===== src/hw/digipot_cfg.svh =====
`ifndef DIGIPOT_CFG_SVH
`define DIGIPOT_CFG_SVH

// ==========================================
// Instruction byte layout and opcodes
`define OPC_MSB        7
`define OPC_LSB        5
`define ADDR_MSB       4
`define OPC_NOP        3'h0
`define OPC_CTRL_RD    3'h1
`define OPC_CTRL_WR    3'h3
`define OPC_ADDR_RD    3'h4
`define OPC_ADDR_WR    3'h6
`define ADDR_WIPER     5'h00
`define ADDR_ACR       5'h10

// ==========================================
// Register reset values and field masks
`define WIPER_RESET    8'h40
`define WIPER_MASK     8'h7F
`define ACR_RESET      8'h40
`define ACR_MASK       8'h42
`define ACR_OD_BIT     1
`define ACR_SHDN_BIT   6

// ==========================================
// Link timing, system clock 250 MHz
`define CLK_MHZ        250
`define T_CYC_NS       200
`define T_LEAD_NS      250
`define T_LAG_NS       250
`define T_CS_US        2
`define HALF_CYC       ((`T_CYC_NS * `CLK_MHZ + 1999) / 2000)
`define LEAD_CYC       ((`T_LEAD_NS * `CLK_MHZ + 999) / 1000)
`define LAG_CYC        ((`T_LAG_NS * `CLK_MHZ + 999) / 1000)
`define CSD_CYC        (`T_CS_US * `CLK_MHZ)

`endif


===== src/hw/digipot_pkg.sv =====
package digipot_pkg;

    // ==========================================
    // Host sequencer states
    typedef enum logic [2:0] {
        H_IDLE = 3'b000,
        H_LEAD = 3'b001,
        H_HIGH = 3'b010,
        H_LOW  = 3'b011,
        H_LAG  = 3'b100,
        H_GAP  = 3'b101
    } host_state_t;

    // ==========================================
    // Whole state of the device end
    typedef struct packed {
        logic [2:0] sck_s;    // Clock sync plus edge stage
        logic [2:0] cs_s;     // Select sync plus edge stage
        logic [1:0] sdi_s;    // Data-in sync
        logic       armed;    // First select fall seen
        logic [2:0] bit_cnt;  // Bits of current byte
        logic [1:0] byte_cnt; // Byte index, saturates at 3
        logic [7:0] shift;    // Receive shifter
        logic [7:0] instr;    // Captured instruction
        logic [7:0] data;     // Last data byte
        logic       got_data; // A data byte completed
        logic [7:0] wiper;    // Wiper position
        logic [7:0] access_control_reg;      // Access control
        logic       sdo;      // Output bit
    } dev_state_t;

    // ==========================================
    // Whole state of the host end
    typedef struct packed {
        host_state_t st;      // Sequencer state
        logic [8:0]  cnt;     // Phase timer
        logic [4:0]  bit_idx; // Bits sent
        logic        rd;      // Read frame
        logic [31:0] tx;      // Transmit shifter
        logic [31:0] rx;      // Receive shifter
        logic        sck;     // Link clock
        logic        cs_n;    // Select, low active
        logic        mosi;    // Serial data out
        logic [1:0]  miso_s;  // Data-in sync
        logic        done;    // Completion pulse
        logic [7:0]  rdata;   // Read value
        logic [7:0]  echo;    // Echoed instruction
    } host_reg_t;

endpackage : digipot_pkg


===== src/hw/spi_link_if.sv =====
`timescale 1ns/100ps
`default_nettype none

// ==========================================
// Serial link between host and potentiometer
interface spi_link_if;
    logic sck;    // Link clock from host
    logic cs_n;   // Select, low active
    logic sdi;    // Host to device data
    logic sdo_o;  // Device output value
    logic sdo_oe; // Device output enable
    logic sdo;    // Resolved line level

    // Undriven line floats to the external pull-up
    assign sdo = sdo_oe ? sdo_o : 1'b1;

    modport device (input sck, input cs_n, input sdi, output sdo_o, output sdo_oe);
    modport host   (output sck, output cs_n, output sdi, input sdo);
endinterface : spi_link_if

`default_nettype wire


===== src/hw/digipot_spi_slave.sv =====
// Notes on behaviour
// - Value 127 high terminal, 0 low terminal
// - Tap follows wiper register directly
// - Sample input on rising clock, select low
// - Host sends opcode, address, data serially
// - Output changes on falling clock edge
// - Control bit 1 selects open-drain output
// - Push-pull output after power-up
// - Output released while select high
// - Select low active, high standby
// - Ignore bus until first select fall
// - Opcode three bits, address five bits
// - Writes take effect at select rise
// - Read four bytes, echo then value
// - Bytes MSB first, clock mode 0
`include "digipot_cfg.svh"
`timescale 1ns/100ps
`default_nettype none

module digipot_spi_slave
    import digipot_pkg::*;
(
    input  wire logic  mclk_in,        // System clock
    input  wire logic  reset_n_in,     // Async reset, low active
    spi_link_if.device link,           // Serial link
    output logic [6:0] wiper_tap_out,  // Selected tap index
    output logic       shutdown_n_out, // Shutdown control, low active
    output logic       active_out      // Device selected
);

    // ==========================================
    // State and edge terms
    dev_state_t q;        // Registered state
    dev_state_t d;        // Next state
    logic       sck_rise; // Link clock rose
    logic       sck_fall; // Link clock fell
    logic       cs_fall;  // Select fell
    logic       cs_rise;  // Select rose
    logic       sel;      // Armed and selected
    logic       od;       // Open-drain output mode
    logic [7:0] tx_now;   // Byte owed in the current slot

    assign sck_rise = q.sck_s[1] & ~q.sck_s[2];
    assign sck_fall = ~q.sck_s[1] & q.sck_s[2];
    assign cs_fall  = ~q.cs_s[1] & q.cs_s[2];
    assign cs_rise  = q.cs_s[1] & ~q.cs_s[2];
    assign sel      = q.armed & ~q.cs_s[1];
    assign od       = q.access_control_reg[`ACR_OD_BIT];
    // Named net so a bit can be picked; a call result cannot be indexed
    assign tx_now   = tx_byte(q);

    // ==========================================
    // Decoders
    // Write target: 0 none, 1 wiper, 2 control
    function automatic logic [1:0] wr_target(input logic [7:0] ins);
        logic [2:0] op;
        logic [4:0] ad;
        op = ins[`OPC_MSB:`OPC_LSB];
        ad = ins[`ADDR_MSB:0];
        wr_target = 2'h0;
        if (op == `OPC_CTRL_WR) begin
            wr_target = 2'h2;
        end else if (op == `OPC_ADDR_WR) begin
            if (ad == `ADDR_WIPER) begin
                wr_target = 2'h1;
            end else if (ad == `ADDR_ACR) begin
                wr_target = 2'h2;
            end
        end
    endfunction : wr_target

    // Read target, same coding; unknown codes are no-ops
    function automatic logic [1:0] rd_target(input logic [7:0] ins);
        logic [2:0] op;
        logic [4:0] ad;
        op = ins[`OPC_MSB:`OPC_LSB];
        ad = ins[`ADDR_MSB:0];
        rd_target = 2'h0;
        if (op == `OPC_CTRL_RD) begin
            rd_target = 2'h2;
        end else if (op == `OPC_ADDR_RD) begin
            if (ad == `ADDR_WIPER) begin
                rd_target = 2'h1;
            end else if (ad == `ADDR_ACR) begin
                rd_target = 2'h2;
            end
        end
    endfunction : rd_target

    // Byte placed on the output for the current byte slot
    function automatic logic [7:0] tx_byte(input dev_state_t s);
        logic [1:0] t;
        t = rd_target(s.instr);
        tx_byte = 8'h00;
        if (s.instr[`OPC_MSB:`OPC_LSB] == `OPC_CTRL_RD ||
            s.instr[`OPC_MSB:`OPC_LSB] == `OPC_ADDR_RD) begin
            if (s.byte_cnt == 2'h2) begin
                tx_byte = s.instr;
            end else if (s.byte_cnt == 2'h3) begin
                if (t == 2'h1) begin
                    tx_byte = s.wiper;
                end else if (t == 2'h2) begin
                    tx_byte = s.access_control_reg;
                end
            end
        end
    endfunction : tx_byte

    // ==========================================
    // Next-state logic
    always_comb begin
        d = q;
        // Pins pass two flops before any use
        d.sck_s = {q.sck_s[1:0], link.sck};
        d.cs_s  = {q.cs_s[1:0], link.cs_n};
        d.sdi_s = {q.sdi_s[0], link.sdi};
        if (cs_fall) begin
            // New frame: arm and restart counters
            d.armed    = 1'b1;
            d.bit_cnt  = 3'h0;
            d.byte_cnt = 2'h0;
            d.got_data = 1'b0;
            d.sdo      = 1'b0;
        end else if (cs_rise) begin
            // Deferred commit keeps partial frames harmless
            if (q.armed && q.got_data) begin
                case (wr_target(q.instr))
                    2'h1: d.wiper = q.data & `WIPER_MASK;
                    2'h2: d.access_control_reg = q.data & `ACR_MASK;
                    default: d.wiper = q.wiper;           // No write
                endcase
            end
        end else if (sel) begin
            if (sck_rise) begin
                // Shift MSB first on the rising edge
                d.shift   = {q.shift[6:0], q.sdi_s[1]};
                d.bit_cnt = q.bit_cnt + 3'h1;
                if (q.bit_cnt == 3'h7) begin
                    if (q.byte_cnt == 2'h0) begin
                        d.instr = {q.shift[6:0], q.sdi_s[1]};
                    end else begin
                        // Last data byte of a long write wins
                        d.data     = {q.shift[6:0], q.sdi_s[1]};
                        d.got_data = 1'b1;
                    end
                    if (q.byte_cnt != 2'h3) begin
                        d.byte_cnt = q.byte_cnt + 2'h1;
                    end
                end
            end
            if (sck_fall) begin
                // Next bit launched on the falling edge
                d.sdo = tx_now[~q.bit_cnt];
            end
        end
    end

    // ==========================================
    // State register
    always_ff @(posedge mclk_in or negedge reset_n_in) begin
        if (!reset_n_in) begin
            q.sck_s    <= 3'h0;
            q.cs_s     <= 3'h0; // Held-low select is no fall
            q.sdi_s    <= 2'h0;
            q.armed    <= 1'b0;
            q.bit_cnt  <= 3'h0;
            q.byte_cnt <= 2'h0;
            q.shift    <= 8'h00;
            q.instr    <= 8'h00;
            q.data     <= 8'h00;
            q.got_data <= 1'b0;
            q.wiper    <= `WIPER_RESET;
            q.access_control_reg      <= `ACR_RESET;
            q.sdo      <= 1'b0;
        end else begin
            q <= d;
        end
    end

    // ==========================================
    // Pin drive and analog-side outputs
    // Open drain only ever pulls low; push-pull drives both
    assign link.sdo_o     = od ? 1'b0 : q.sdo;
    assign link.sdo_oe    = sel & (od ? ~q.sdo : 1'b1);
    assign wiper_tap_out  = q.wiper[6:0];
    assign shutdown_n_out = q.access_control_reg[`ACR_SHDN_BIT];
    assign active_out     = sel;

endmodule : digipot_spi_slave

`default_nettype wire


===== src/flat_wrapper.sv =====
// flat-port wrapper written by rule: the top's interface ports become plain ports
module digipot_spi_slave_flat import digipot_pkg::*;
  (mclk_in, reset_n_in, wiper_tap_out, shutdown_n_out, active_out, link_sck, link_cs_n, link_sdi, link_sdo_o, link_sdo_oe);
  spi_link_if link_i ();
  input  wire logic mclk_in;
  input  wire logic reset_n_in;
  output logic [6:0] wiper_tap_out;
  output logic shutdown_n_out;
  output logic active_out;
  input wire logic [$bits(link_i.sck)-1:0] link_sck;
  input wire logic [$bits(link_i.cs_n)-1:0] link_cs_n;
  input wire logic [$bits(link_i.sdi)-1:0] link_sdi;
  output wire logic [$bits(link_i.sdo_o)-1:0] link_sdo_o;
  output wire logic [$bits(link_i.sdo_oe)-1:0] link_sdo_oe;
  assign link_i.sck = link_sck;
  assign link_i.cs_n = link_cs_n;
  assign link_i.sdi = link_sdi;
  assign link_sdo_o = link_i.sdo_o;
  assign link_sdo_oe = link_i.sdo_oe;
  digipot_spi_slave u_core (.mclk_in(mclk_in), .reset_n_in(reset_n_in), .link(link_i), .wiper_tap_out(wiper_tap_out), .shutdown_n_out(shutdown_n_out), .active_out(active_out));
endmodule

===== config.mk =====
export PLATFORM = sky130hd
export DESIGN_NAME = digipot_spi_slave_flat
export DESIGN_NICKNAME = d
export VERILOG_FILES = /design/src/hw/digipot_pkg.sv /design/src/hw/spi_link_if.sv /design/src/hw/digipot_spi_slave.sv /design/src/flat_wrapper.sv
export VERILOG_INCLUDE_DIRS = /design/src /design/src/hw
export SDC_FILE = /design/constraint.sdc
export NUM_CORES = 1
export LEC_CHECK = 0
export BUFFER_PORTS_ARGS = -buffer_cell sky130_fd_sc_hd__buf_2
export CAP_MARGIN = 40
export CELL_PAD_IN_SITES_DETAIL_PLACEMENT = 1
export CELL_PAD_IN_SITES_GLOBAL_PLACEMENT = 2
export CORE_ASPECT_RATIO = 2
export CORE_UTILIZATION = 37
export DETAILED_ROUTE_END_ITERATION = 16
export GPL_ROUTABILITY_DRIVEN = 0
export PLACE_DENSITY = 0.79
export SETUP_SLACK_MARGIN = 0.2
export SLEW_MARGIN = 10
export SYNTH_ARGS = -nofsm -noshare
export SYNTH_HDL_FRONTEND = slang
export SYNTH_SLANG_ARGS = --single-unit

===== constraint.sdc =====
create_clock -name mclk_in -period 1.66 [get_ports mclk_in]
set_input_delay 0.166 -clock mclk_in [delete_from_list [all_inputs] [get_ports mclk_in]]
set_output_delay 0.166 -clock mclk_in [all_outputs]
set_load 0.01 [all_outputs]

* Yosys cells after proc, flatten, opt, wreduce, memory -nomap -nowiden
Cells that the tools add are included.
Word-level totals: flip-flop bits (word level) 49, input port bits 5, word-level logic and storage cells 96
Operators by class: order comparisons 1, equality and inequality tests 15, muxes and demuxes 32, reductions and logical operators 18, bitwise gates (word level) 15, add/sub/neg operators 2
Operators with widths (count):
- 2-to-1 mux 30 bit | 3
- 2-to-1 mux 8 bit | 5
- 2-to-1 mux 2 bit | 11
- 2-to-1 mux 17 bit | 1
- AND reduction 4 bit | 3
- AND reduction 6 bit | 2
- AND reduction 5 bit | 2
- nonzero test 2 bit | 5
- equality test 3 bit (second input constant) | 3
- 2-to-1 mux 9 bit | 1
- equality test 2 bit (second input constant) | 4
- 2-to-1 mux 1 bit | 8
- inverter 1 bit | 8
- 2-to-1 mux 7 bit | 1
- bitwise AND 1 bit | 6
- AND reduction 3 bit | 2
- equality test 5 bit (second input constant) | 1
- zero test 5 bit | 1
- 2-to-1 mux 5 bit | 1
- equality test 2 x 1 -> 1 bit (second input constant) | 2
- less-than comparator 3 x 4 -> 1 bit (second input constant) | 1
- inequality test 2 x 1 -> 1 bit (second input constant) | 2
- adder 3 x 1 -> 3 bit (second input constant) | 1
- binary-select mux 1 bit (select 3 bit) | 1
- 8 further kinds | 8

* Longest topological paths before layout
Gate-level depths: netlist of run 1.
word-level depth 17, mapped depth 8, depth with buffers taken out 7

* Worst setup path after synthesis of run 1
No wires, ideal clock.
kind reg-to-reg, start reg u_core.q (netlist bit u_core.d[52]), end reg u_core.q[0] (netlist name), buffers on the path 1, required time 1.591 ns, arrival 1.683 ns, library setup time 0.069 ns, path slack -0.091 ns, cell stages (with the launch flop) 8, path through dfrtp_1 -> inv_1 -> ha_1 -> clkbuf_1 -> or4_1 -> nor3_1 -> o2111ai_1 -> nand3_1
Between the ends: cells in the longest elaborated chain, start to end 4, elaborated cells on any way between the ends 9
Ends and longest elaborated chain:
- from (decl) | line digipot_spi_slave.sv:33 | dev_state_t q;
- inverter 1 bit (*) | line digipot_spi_slave.sv:45 | assign cs_fall = ~q.cs_s[1] & q.cs_s[2];
- bitwise AND 1 bit (*) | line digipot_spi_slave.sv:45
- named net u_core.cs_fall | line digipot_spi_slave.sv:37 | logic cs_fall;
- inequality test 2 x 1 -> 1 bit (no source line) / nonzero test 2 bit (equally long branches)
- AND reduction 3 bit (no source line)
Mark *: on every way through the listed nets, which the timed path passes. The rest lies on a longest branch. A chain may end at the register's enable or synchronous reset.

* Worst setup path after layout of run 1
start reg u_core.q (netlist bit u_core.d[52]), end reg u_core.q[0] (netlist name)
Between the ends: cells in the longest elaborated chain, start to end 4, elaborated cells on any way between the ends 9
Ends and longest elaborated chain (line):
- inverter 1 bit | digipot_spi_slave.sv:45, digipot_spi_slave.sv:47
- bitwise AND 1 bit, on equally long branches | digipot_spi_slave.sv:45, digipot_spi_slave.sv:47
- inequality test 2 x 1 -> 1 bit (no source line) / nonzero test 2 bit (equally long branches)
- AND reduction 3 bit (no source line)
Several ways; a longest one is shown, not always the timed one.

==> metrics.yaml, run 1 <==
die:
  dieArea_um2: 6410
  start_util: 0.387
  coreArea_um2: 5810
  die-height_um: 112
  die_w_um: 57.1
  core.rowCount: 39
  ios: 16
sta:
  timing.final.max_slew_violations: 0
  min_period_ps: 1750
  setup_viol: 15
  skew_ps: 11.1
  max_slew_margin: 0.596
  fin_ws_ps: -89.0
  rsz0062_at_grt: "true"
  hold_viol_final: 0
  layout_worst_path_cycle_share: 1.05
  fmax_ghz: 0.572
  worst_pin_slew_ps: 606
cells_and_area:
  nNetsFinal: 236
  layout-drive-gt1-share: 0.484
  area_delta_synth_final_pct: 29.3
  final_core_utilization: 0.501
  antennaDiodeCount: 0
  instances_no_fill: 286
  design_area_um2: 2910
clocking:
  tritoncts: "built"
  insertion_delay_ps: 300
  numClockSinks: 47
  cts_htree_levels: 2
  cts-root-buf: "clkbuf_16"
  cts-buffers-inserted: 5
  cts.path.max_buffers: 2
  path_clk_slew_ps: 70
critical_path:
  end_kind: "register"
  start_kind: "register"
  critPathMaxFanout: 4
  cp.required_ps: 1890
  cp.arrival_ps: 1980
  crit_type: "reg -> reg"
synthesis:
  synth_area_leaders: "dfrtp_1 50%, mux2_2 17%, ha_1 3.9%, buf_4 2.3%, dfstp_2 2.3%"
  synth.distinct_cells: 39
  yosys_warnings: 0
  synth_fp_nets: 195
  synth_enable_flop_cells: 0
  syn_area_um2: 2250
  synth-async-reset-ratio: 1.00
  yosysTopAreaCell: "dfrtp_1"
  ys.flop_type: "dfrtp_1"
  synth_top_area_frac: 0.501
  ys_ff_latch: 47
  syn_avg_cell_area_um2: 12.3
  synth_common_cells: "45 x dfrtp_1, 33 x mux2_2, 10 x o21ai_0"
  yosysSeqAreaShare: 0.524
  synth_most_common_cell: "dfrtp_1"
  postSynthCellCount: 183
detailed_routing:
  drt_pass1_iterations: 4
  drt-vias-per-instance: 5.53
  antenna_left: 0
  drc: 0
  wl_per_cell_um: 19.3
  vias: 1581
  drt_iter0_drc: 41
  wl_um: 5520
grt:
  grt_pass1_wl_um: 9340
  grt_pass1_vias: 1867
  grt_max_degree: 48
  overflow: 0
  grt_usage: 0.196
  antenna_found_initial: 0
placed_design:
  port_buffers: 15
  post_dp_cell_area_um2: 2530
  dp_hpwl_um: 4020
  dpl.cell_count: 271
outcome:
  violations: "setup timing"
  outcome: "finished, violations left"
pwr:
  power_uw: 2640
  ir_worst_vdd_mv: 1.00
  powerDensity_nw_per_um2: 906
  leakage_uw: 0.00140
job:
  maxCapViolCount: 0
hold_path:
  hold_path.class: "reg -> reg"
flip-flops by register name, summed over array words and instances (netlist names):
| register | flops |
|---|---|
| u_core.od | 1 |
| u_core.q | 33 |
| u_core.d | 5 |
| u_core.shutdown_n_out | 1 |
| u_core.wiper_tap_out | 7 |
what timing repair did:
| action | in CTS | in global routing |
|---|---|---|
| pin swaps | 4 | 10 |
| cloned | 0 | 0 |
| hold buffers | 4 | 0 |
| gates resized for setup | 34 | 9 |
| hold endpoints to repair | 45 | 0 |
| buffers inserted | 2 | 1 |
| endpoints found under the setup margin | 39 | 40 |
logic make-up after synthesis:
kind of cell,count (synthesis),synth area share
AOI/OAI and AO/OA,31,0.0890
adders and majority gates,7,0.0389
buffers and inverters,21,0.0501
DFF,47,0.524
muxes,33,0.165
and+or+nand+nor,44,0.133
path summary, 6_finish.rpt:
kind / from / cells after the start / endpoint / slack [ps]
worst min-delay path: u_core.d[54] / 0 / u_core.d[55] / 350
worst max register to register: u_core.d[52] / 6 / u_core.q[0] / -90
max in group asynchronous: reset_n_in / 3 / u_core.q[0] / 740
min in group asynchronous: reset_n_in / 3 / u_core.q[55] / 490
worst max-delay path: u_core.d[52] / 6 / u_core.q[0] / -90
worst min register to register: u_core.d[54] / 0 / u_core.d[55] / 350
stage by stage:
stage	TNS, ps	hold slack (ps)	worst slack, ps
after global placement	-490	275	-64.5
after detailed placement	-1790	276	-159
final	-312	353	-89.0
after CTS	-971	352	-81.4
after global routing	-2410	366	-166
after floorplan	-102	-130	-18.0
cells in the final DEF (no fill, tap or decap), types with 3 or more instances in the layout:
master	n
dfrtp_1	43
buf_4	21
mux2_2	17
mux2_4	16
buf_2	15
inv_1	8
o21ai_0	7
nor2b_1	6
nand2_1	6
buf_6	6
nor2_1	5
a21oi_1	5
ha_1	5
clkbuf_16	5
dlygate4sd3_1	4
nand2_2	3
routing by layer:
layer	up-vias	wire, um	global-route usage
met5	-	0	0
met4	0	211	0.107
met3	13	85	0.0380
met2	16	3240	0.352
met1	819	1990	0.207
li1	733	-	-
power by group:
group	internal (uW)	switching (uW)
Sequential	1210	76.2
Combinational	191	172
Clock	556	428
layout make-up:
type / instances / area, um^2
clock inverter: 2 / 12.5
sequential: 47 / 1180
inverter: 9 / 33.8
clock buffer: 6 / 129
tap: 61 / 76.3
multi-input combinational: 115 / 1140
timing repair buffer: 46 / 340
fill: 588 / 2900
worst max-delay path, stage by stage (launching register included):
cell       delay (ps)
dfrtp_2           440
buf_6             130
nand4bb_4         200
or4_4             540
nor3_2            170
o2111ai_1         110
nand3_1            90
(Power assumes the default switching activity.)
==> inputs of run 2 (changes only) <==
==> constraint.sdc (replaced) <==
create_clock -name mclk_in -period 1.66 [get_ports mclk_in]
set_input_delay 0.415 -clock mclk_in [delete_from_list [all_inputs] [get_ports mclk_in]]
set_output_delay 0.415 -clock mclk_in [all_outputs]
set_load 0.01 [all_outputs]
==> metrics.yaml, run 2 (synthesis gave the netlist of run 1 again) <==
hold_path:
  hold_path.class: "in -> async"
die:
  die_w_um: 57.1  # unchanged
  core.rowCount: 39  # unchanged
  start_util: 0.387  # unchanged
  ios: 16  # unchanged
  coreArea_um2: 5810  # unchanged
  dieArea_um2: 6410  # unchanged
  die-height_um: 112  # unchanged
outcome:
  outcome: "finished, violations left"
  violations: "setup timing"
sta:
  finalSetupTns_ps: -303  # +8.94 ps
  skew_ps: 7.55  # -3.53 ps
  fin_ws_ps: -72.6  # +16.5 ps
  worst_pin_slew_ps: 469  # -136 ps
  setup_viol: 7  # -8
  hold_viol_final: 0  # unchanged
  fmax_ghz: 0.577  # +0.95%
  max_slew_margin: 0.687  # +0.0908
  min_period_ps: 1730  # -16.5 ps
  rsz0062_at_grt: "true"
  layout_worst_path_cycle_share: 1.04  # -0.00992
  timing.final.max_slew_violations: 0  # unchanged
detailed_routing:
  drt_pass1_iterations: 4  # unchanged
  vias: 1568  # -0.82%
  drc: 0  # unchanged
  wl_per_cell_um: 19.9  # +3.0%
  drt_iter0_drc: 53  # +29%
  antenna_left: 0  # unchanged
  wl_um: 5600  # +1.5%
  drt-vias-per-instance: 5.56  # +0.58%
critical_path:
  end_kind: "register"
  crit_type: "reg -> reg"
  start_kind: "register"
  cp.required_ps: 1890  # about the same
  regToRegSetupSlack_ps: -70  # +20 ps
  cp.arrival_ps: 1960  # -20 ps
  reg2reg_depth: 6  # unchanged
  critPathMaxFanout: 4  # unchanged
  r2r_start: "u_core.d[52]"
  r2r-end: "u_core.q[0]"
clocking:
  cts.path.max_buffers: 2  # unchanged
  tritoncts: "built"
  cts-root-buf: "clkbuf_16"
  insertion_delay_ps: 300  # about the same
  numClockSinks: 47  # unchanged
  path_clk_slew_ps: 70  # about the same
  cts_htree_levels: 2  # unchanged
  cts-buffers-inserted: 5  # unchanged
grt:
  overflow: 0  # unchanged
  grt_pass1_vias: 1851  # -0.86%
  grt_pass1_wl_um: 9600  # +2.8%
  grt_usage: 0.201  # +0.00513
  grt_max_degree: 30  # -38%
  antenna_found_initial: 0  # unchanged
cells_and_area:
  final_common_cell: "dfrtp_1"
  top_register: "u_core.q"
  mostFrequentLayoutCells: "44 x dfrtp_1, 19 x mux2_2, 18 x buf_4, 15 x buf_2, 14 x mux2_4"
  largest_reg_flops: 33  # unchanged
  antennaDiodeCount: 0  # unchanged
  design_area_um2: 2880  # -0.95%
  nNetsFinal: 232  # -1.7%
  layout-drive-gt1-share: 0.498  # +0.0133
  area_delta_synth_final_pct: 28.1
pwr:
  leakage_uw: 0.00136  # -2.5%
  powerDensity_nw_per_um2: 903  # -0.39%
  ir_worst_vdd_mv: 0.959  # -4.5%
job:
  maxCapViolCount: 0  # unchanged
placed_design:
  post_dp_cell_area_um2: 2540  # +0.49%
  dp_slack_ps: -150  # +9.51 ps
  dp_hpwl_um: 4250  # +5.6%
  port_buffers: 15  # unchanged
==> run 2: cell types whose count changed in the layout (fill, tap and decap cells not counted), sizes merged <==
cell / before / now
dlygate4sd3: 4 / 0
==> run 2: area by class of cell <==
type | instances | area, um^2
Timing Repair Buffer | 42 | 320
Multi-Input combinational cell | 115 | 1130
Clock inverter | 2 | 12.5
Fill cell | 603 | 2930
Clock buffer | 6 | 129
Sequential cell | 47 | 1180
Tap cell | 61 | 76.3
Inverter | 9 | 33.8
==> run 2: metal layers <==
layer  global-route usage  routed length, um
met4                0.106                229
met2                0.367               3300
met5                    0                  0
met1                0.208               1960
met3               0.0403                121
==> run 2: metrics by stage <==
step,power [uW],util,hold slack (ps),instances
after floorplan,1460,-,119,183
after global placement,1580,0.438,335,271
after detailed placement,1600,0.438,336,271
after CTS,2610,0.491,79.5,282
after global routing,2710,0.496,91.6,282
final,2600,0.496,64.8,282
==> run 2: what timing repair did <==
action                     4_1_cts  5_1_grt
buffers inserted                 3        0
hold buffers                     0        0
pin swaps                       12        7
gates resized for setup         35       10
setup endpoints to repair       39       38
hold endpoints to repair         0        0
==> run 2: critical path, stage by stage, from the launching register on <==
cell and delay (ps):
dfrtp_1 420, buf_4 150, nand4bb_1 250, or4_4 470
nor3_2 170, o2111ai_1 110, nand3_1 90
==> run 2: worst max path at each step <==
stage | start | endpoint | slack [ps] | cells past startpoint
after floorplan | u_core.d[52] | u_core.wiper_tap_out[1] | -20 | 6
after global placement | u_core.d[52] | u_core.wiper_tap_out[2] | -80 | 7
after detailed placement | u_core.d[52] | u_core.wiper_tap_out[3] | -150 | 7
after CTS | u_core.q[29] | u_core.wiper_tap_out[3] | -60 | 5
after global routing | u_core.d[52] | u_core.wiper_tap_out[3] | -160 | 7
final | u_core.d[52] | u_core.q[0] | -70 | 6
==> run 2: report_power, final <==
part	internal (uW)	switching, uW
registers	1210	73.5
logic	165	163
clock network	556	429
total	1940	666
==> inputs of run 3 (changes only) <==
Settings changed: CORE_UTILIZATION 37 to 39, CTS_BUF_LIST set to sky130_fd_sc_hd__clkbuf_4 sky130_fd_sc_hd__clkbuf_8, PLACE_DENSITY 0.79 to 0.82.
==> metrics.yaml, run 3 (synthesis gave the netlist of run 1 again) <==
outcome:
  outcome: "finished, violations left"
  violations: "setup timing"
sta:
  max_slew_margin: 0.691  # +0.00411
  min_period_ps: 1730  # -5.21 ps
  setup_viol: 10  # +3
  layout_worst_path_cycle_share: 1.04  # -0.00314
  skew_ps: 7.28  # -0.267 ps
  rsz0062_at_grt: "true"
  timing.final.max_slew_violations: 0  # unchanged
  fmax_ghz: 0.579  # +0.30%
  finalSetupTns_ps: -502  # -198 ps
  fin_ws_ps: -67.4  # +5.21 ps
  hold_viol_final: 0  # unchanged
  holdWs_ps: 19.6  # -45.3 ps
  worst_pin_slew_ps: 461  # -8.31 ps
die:
  dieArea_um2: 6090  # -5.0%
  die-height_um: 109  # -2.5%
  core.rowCount: 38  # -2.6%
  start_util: 0.411  # +0.0240
  ios: 16  # unchanged
  coreArea_um2: 5470  # -5.8%
  die_w_um: 55.7  # -2.5%
cells_and_area:
  nNetsFinal: 233  # +0.43%
  design_area_um2: 2870  # -0.30%
  final_core_utilization: 0.525  # +0.0292
  largest_reg_flops: 33  # unchanged
  top_register: "u_core.q"
  layout-drive-gt1-share: 0.509  # +0.0113
  area_delta_synth_final_pct: 27.7
  regArea_um2: 1180  # +0.11%
  multi_input_area_um2: 1150  # +1.8%
  antennaDiodeCount: 0  # unchanged
  nFillCells: 560  # -7.1%
  final_common_cell: "dfrtp_1"
  mostFrequentLayoutCells: "43 x dfrtp_1, 20 x buf_4, 17 x mux2_4, 16 x mux2_2, 14 x buf_2"
clocking:
  cts.path.max_buffers: 2  # unchanged
  cts-root-buf: "clkbuf_8"
  tritoncts: "built"
  numClockSinks: 47  # unchanged
  cts-buffers-inserted: 5  # unchanged
  path_clk_slew_ps: 90  # +20 ps
  holdBufCountCts: 0  # unchanged
  insertion_delay_ps: 310  # about the same
  cts_htree_levels: 2  # unchanged
critical_path:
  crit_type: "reg -> reg"
  cp.arrival_ps: 1930  # -30 ps
  cp.required_ps: 1860  # -30 ps
  end_kind: "register"
  critPathMaxFanout: 7  # +3
  start_kind: "register"
grt:
  use_met3: 0.0318  # -0.00856
  grt_max_degree: 32  # +6.7%
  grt_usage: 0.206  # +0.00495
  use_met2: 0.410  # +0.0434
  overflow: 0  # unchanged
  top_usage_layer: "met2"
  grt_pass1_wl_um: 9180  # -4.3%
  antenna_found_initial: 0  # unchanged
  use_met1: 0.192  # -0.0159
  grt_pass1_vias: 1789  # -3.3%
detailed_routing:
  wl_per_cell_um: 20.1  # +1.2%
  wl_um: 5670  # +1.2%
  antenna_left: 0  # unchanged
  drc: 0  # unchanged
  vias: 1587  # +1.2%
  drt-vias-per-instance: 5.63  # +1.2%
  drt_pass1_iterations: 4  # unchanged
  drt_iter0_drc: 37  # -30%
pwr:
  switching_share: 0.281  # +0.0249
  p_clk_frac: 0.304  # -0.075
  p_seq_frac: 0.544  # +0.049
  p_sw_uw: 669  # +0.42%
  leakage_uw: 0.00137  # +0.32%
  ir_worst_vdd_mv: 0.760  # -21%
  pwr-share-comb: 0.152  # +0.026
  internal_power_uw: 1710  # -12%
  powerDensity_nw_per_um2: 829  # -8.2%
placed_design:
  port_buffers: 15  # unchanged
  post_dp_cell_area_um2: 2540  # -0.15%
  dp_hpwl_um: 4290  # +1.1%
hold_path:
  hold_path.class: "in -> async"
job:
  maxCapViolCount: 0  # unchanged
run 3: cell count changes in the layout (fill, tap and decap cells not counted), moves of 3 or more:
| cell | delta |
|---|---|
| mux2_4 | +3 |
| clkbuf_16 | -5 |
| clkbuf_8 | +5 |
| mux2_2 | -3 |
run 3: what timing repair did:
| action | in CTS | in global routing |
|---|---|---|
| buffers inserted | 4 | 2 |
| hold endpoints to repair | 0 | 0 |
| pin swaps | 7 | 10 |
| endpoints found under the setup margin | 40 | 42 |
| gates resized for setup | 20 | 32 |
run 3: path summary, 6_finish.rpt:
kind	startpoint	to	slack (ps)	cells past startpoint
setup / recovery	u_core.q[27]	u_core.wiper_tap_out[1]	-70	5
hold / removal	reset_n_in	u_core.q[55]	20	1
setup reg to reg	u_core.q[27]	u_core.wiper_tap_out[1]	-70	5
hold reg to reg	u_core.d[54]	u_core.d[55]	370	0
max in group asynchronous	reset_n_in	u_core.wiper_tap_out[4]	1130	2
min in group mclk_in	link_sck	u_core.d[54]	200	1
run 3: power by group through the flow:
| stage | clock, uW | sequential [uW] | combinational [uW] |
|---|---|---|---|
| after floorplan | 0 | 1280 | 182 |
| after global placement | 0 | 1300 | 279 |
| after detailed placement | 0 | 1310 | 292 |
| after CTS | 743 | 1290 | 306 |
| after global routing | 796 | 1310 | 401 |
| final | 723 | 1300 | 363 |
run 3: final cells by class:
| class | instances | share of cell area |
|---|---|---|
| tap | 60 | 0.0261 |
| multi-input combinational | 115 | 0.400 |
| inverter | 9 | 0.0126 |
| timing repair buffer | 43 | 0.118 |
| clock buffer | 5 | 0.0240 |
| sequential | 47 | 0.411 |
| clock inverter | 3 | 0.00784 |
run 3: per-layer routing:
layer | vias to the layer above | share of wire
met5 | - | 0
met4 | 0 | 0.047
met3 | 19 | 0.017
met2 | 24 | 0.59
met1 | 812 | 0.35
li1 | 732 | -
run 3: critical path: stages (launching register included):
cell and delay (ps):
dfrtp_1 420, nor4_4 360, nand2_1 150, nor3_4 220, buf_12 160, mux2_4 310
run 3: per-stage QoR:
| stage | total power (uW) | cells | setup slack, ps |
|---|---|---|---|
| global route | 2500 | 282 | -162 |
| floorplan | 1460 | 183 | -18.0 |
| CTS | 2340 | 280 | -69.7 |
| finish | 2380 | 282 | -67.4 |
| global placement | 1580 | 268 | -61.4 |
| detailed placement | 1600 | 268 | -145 |
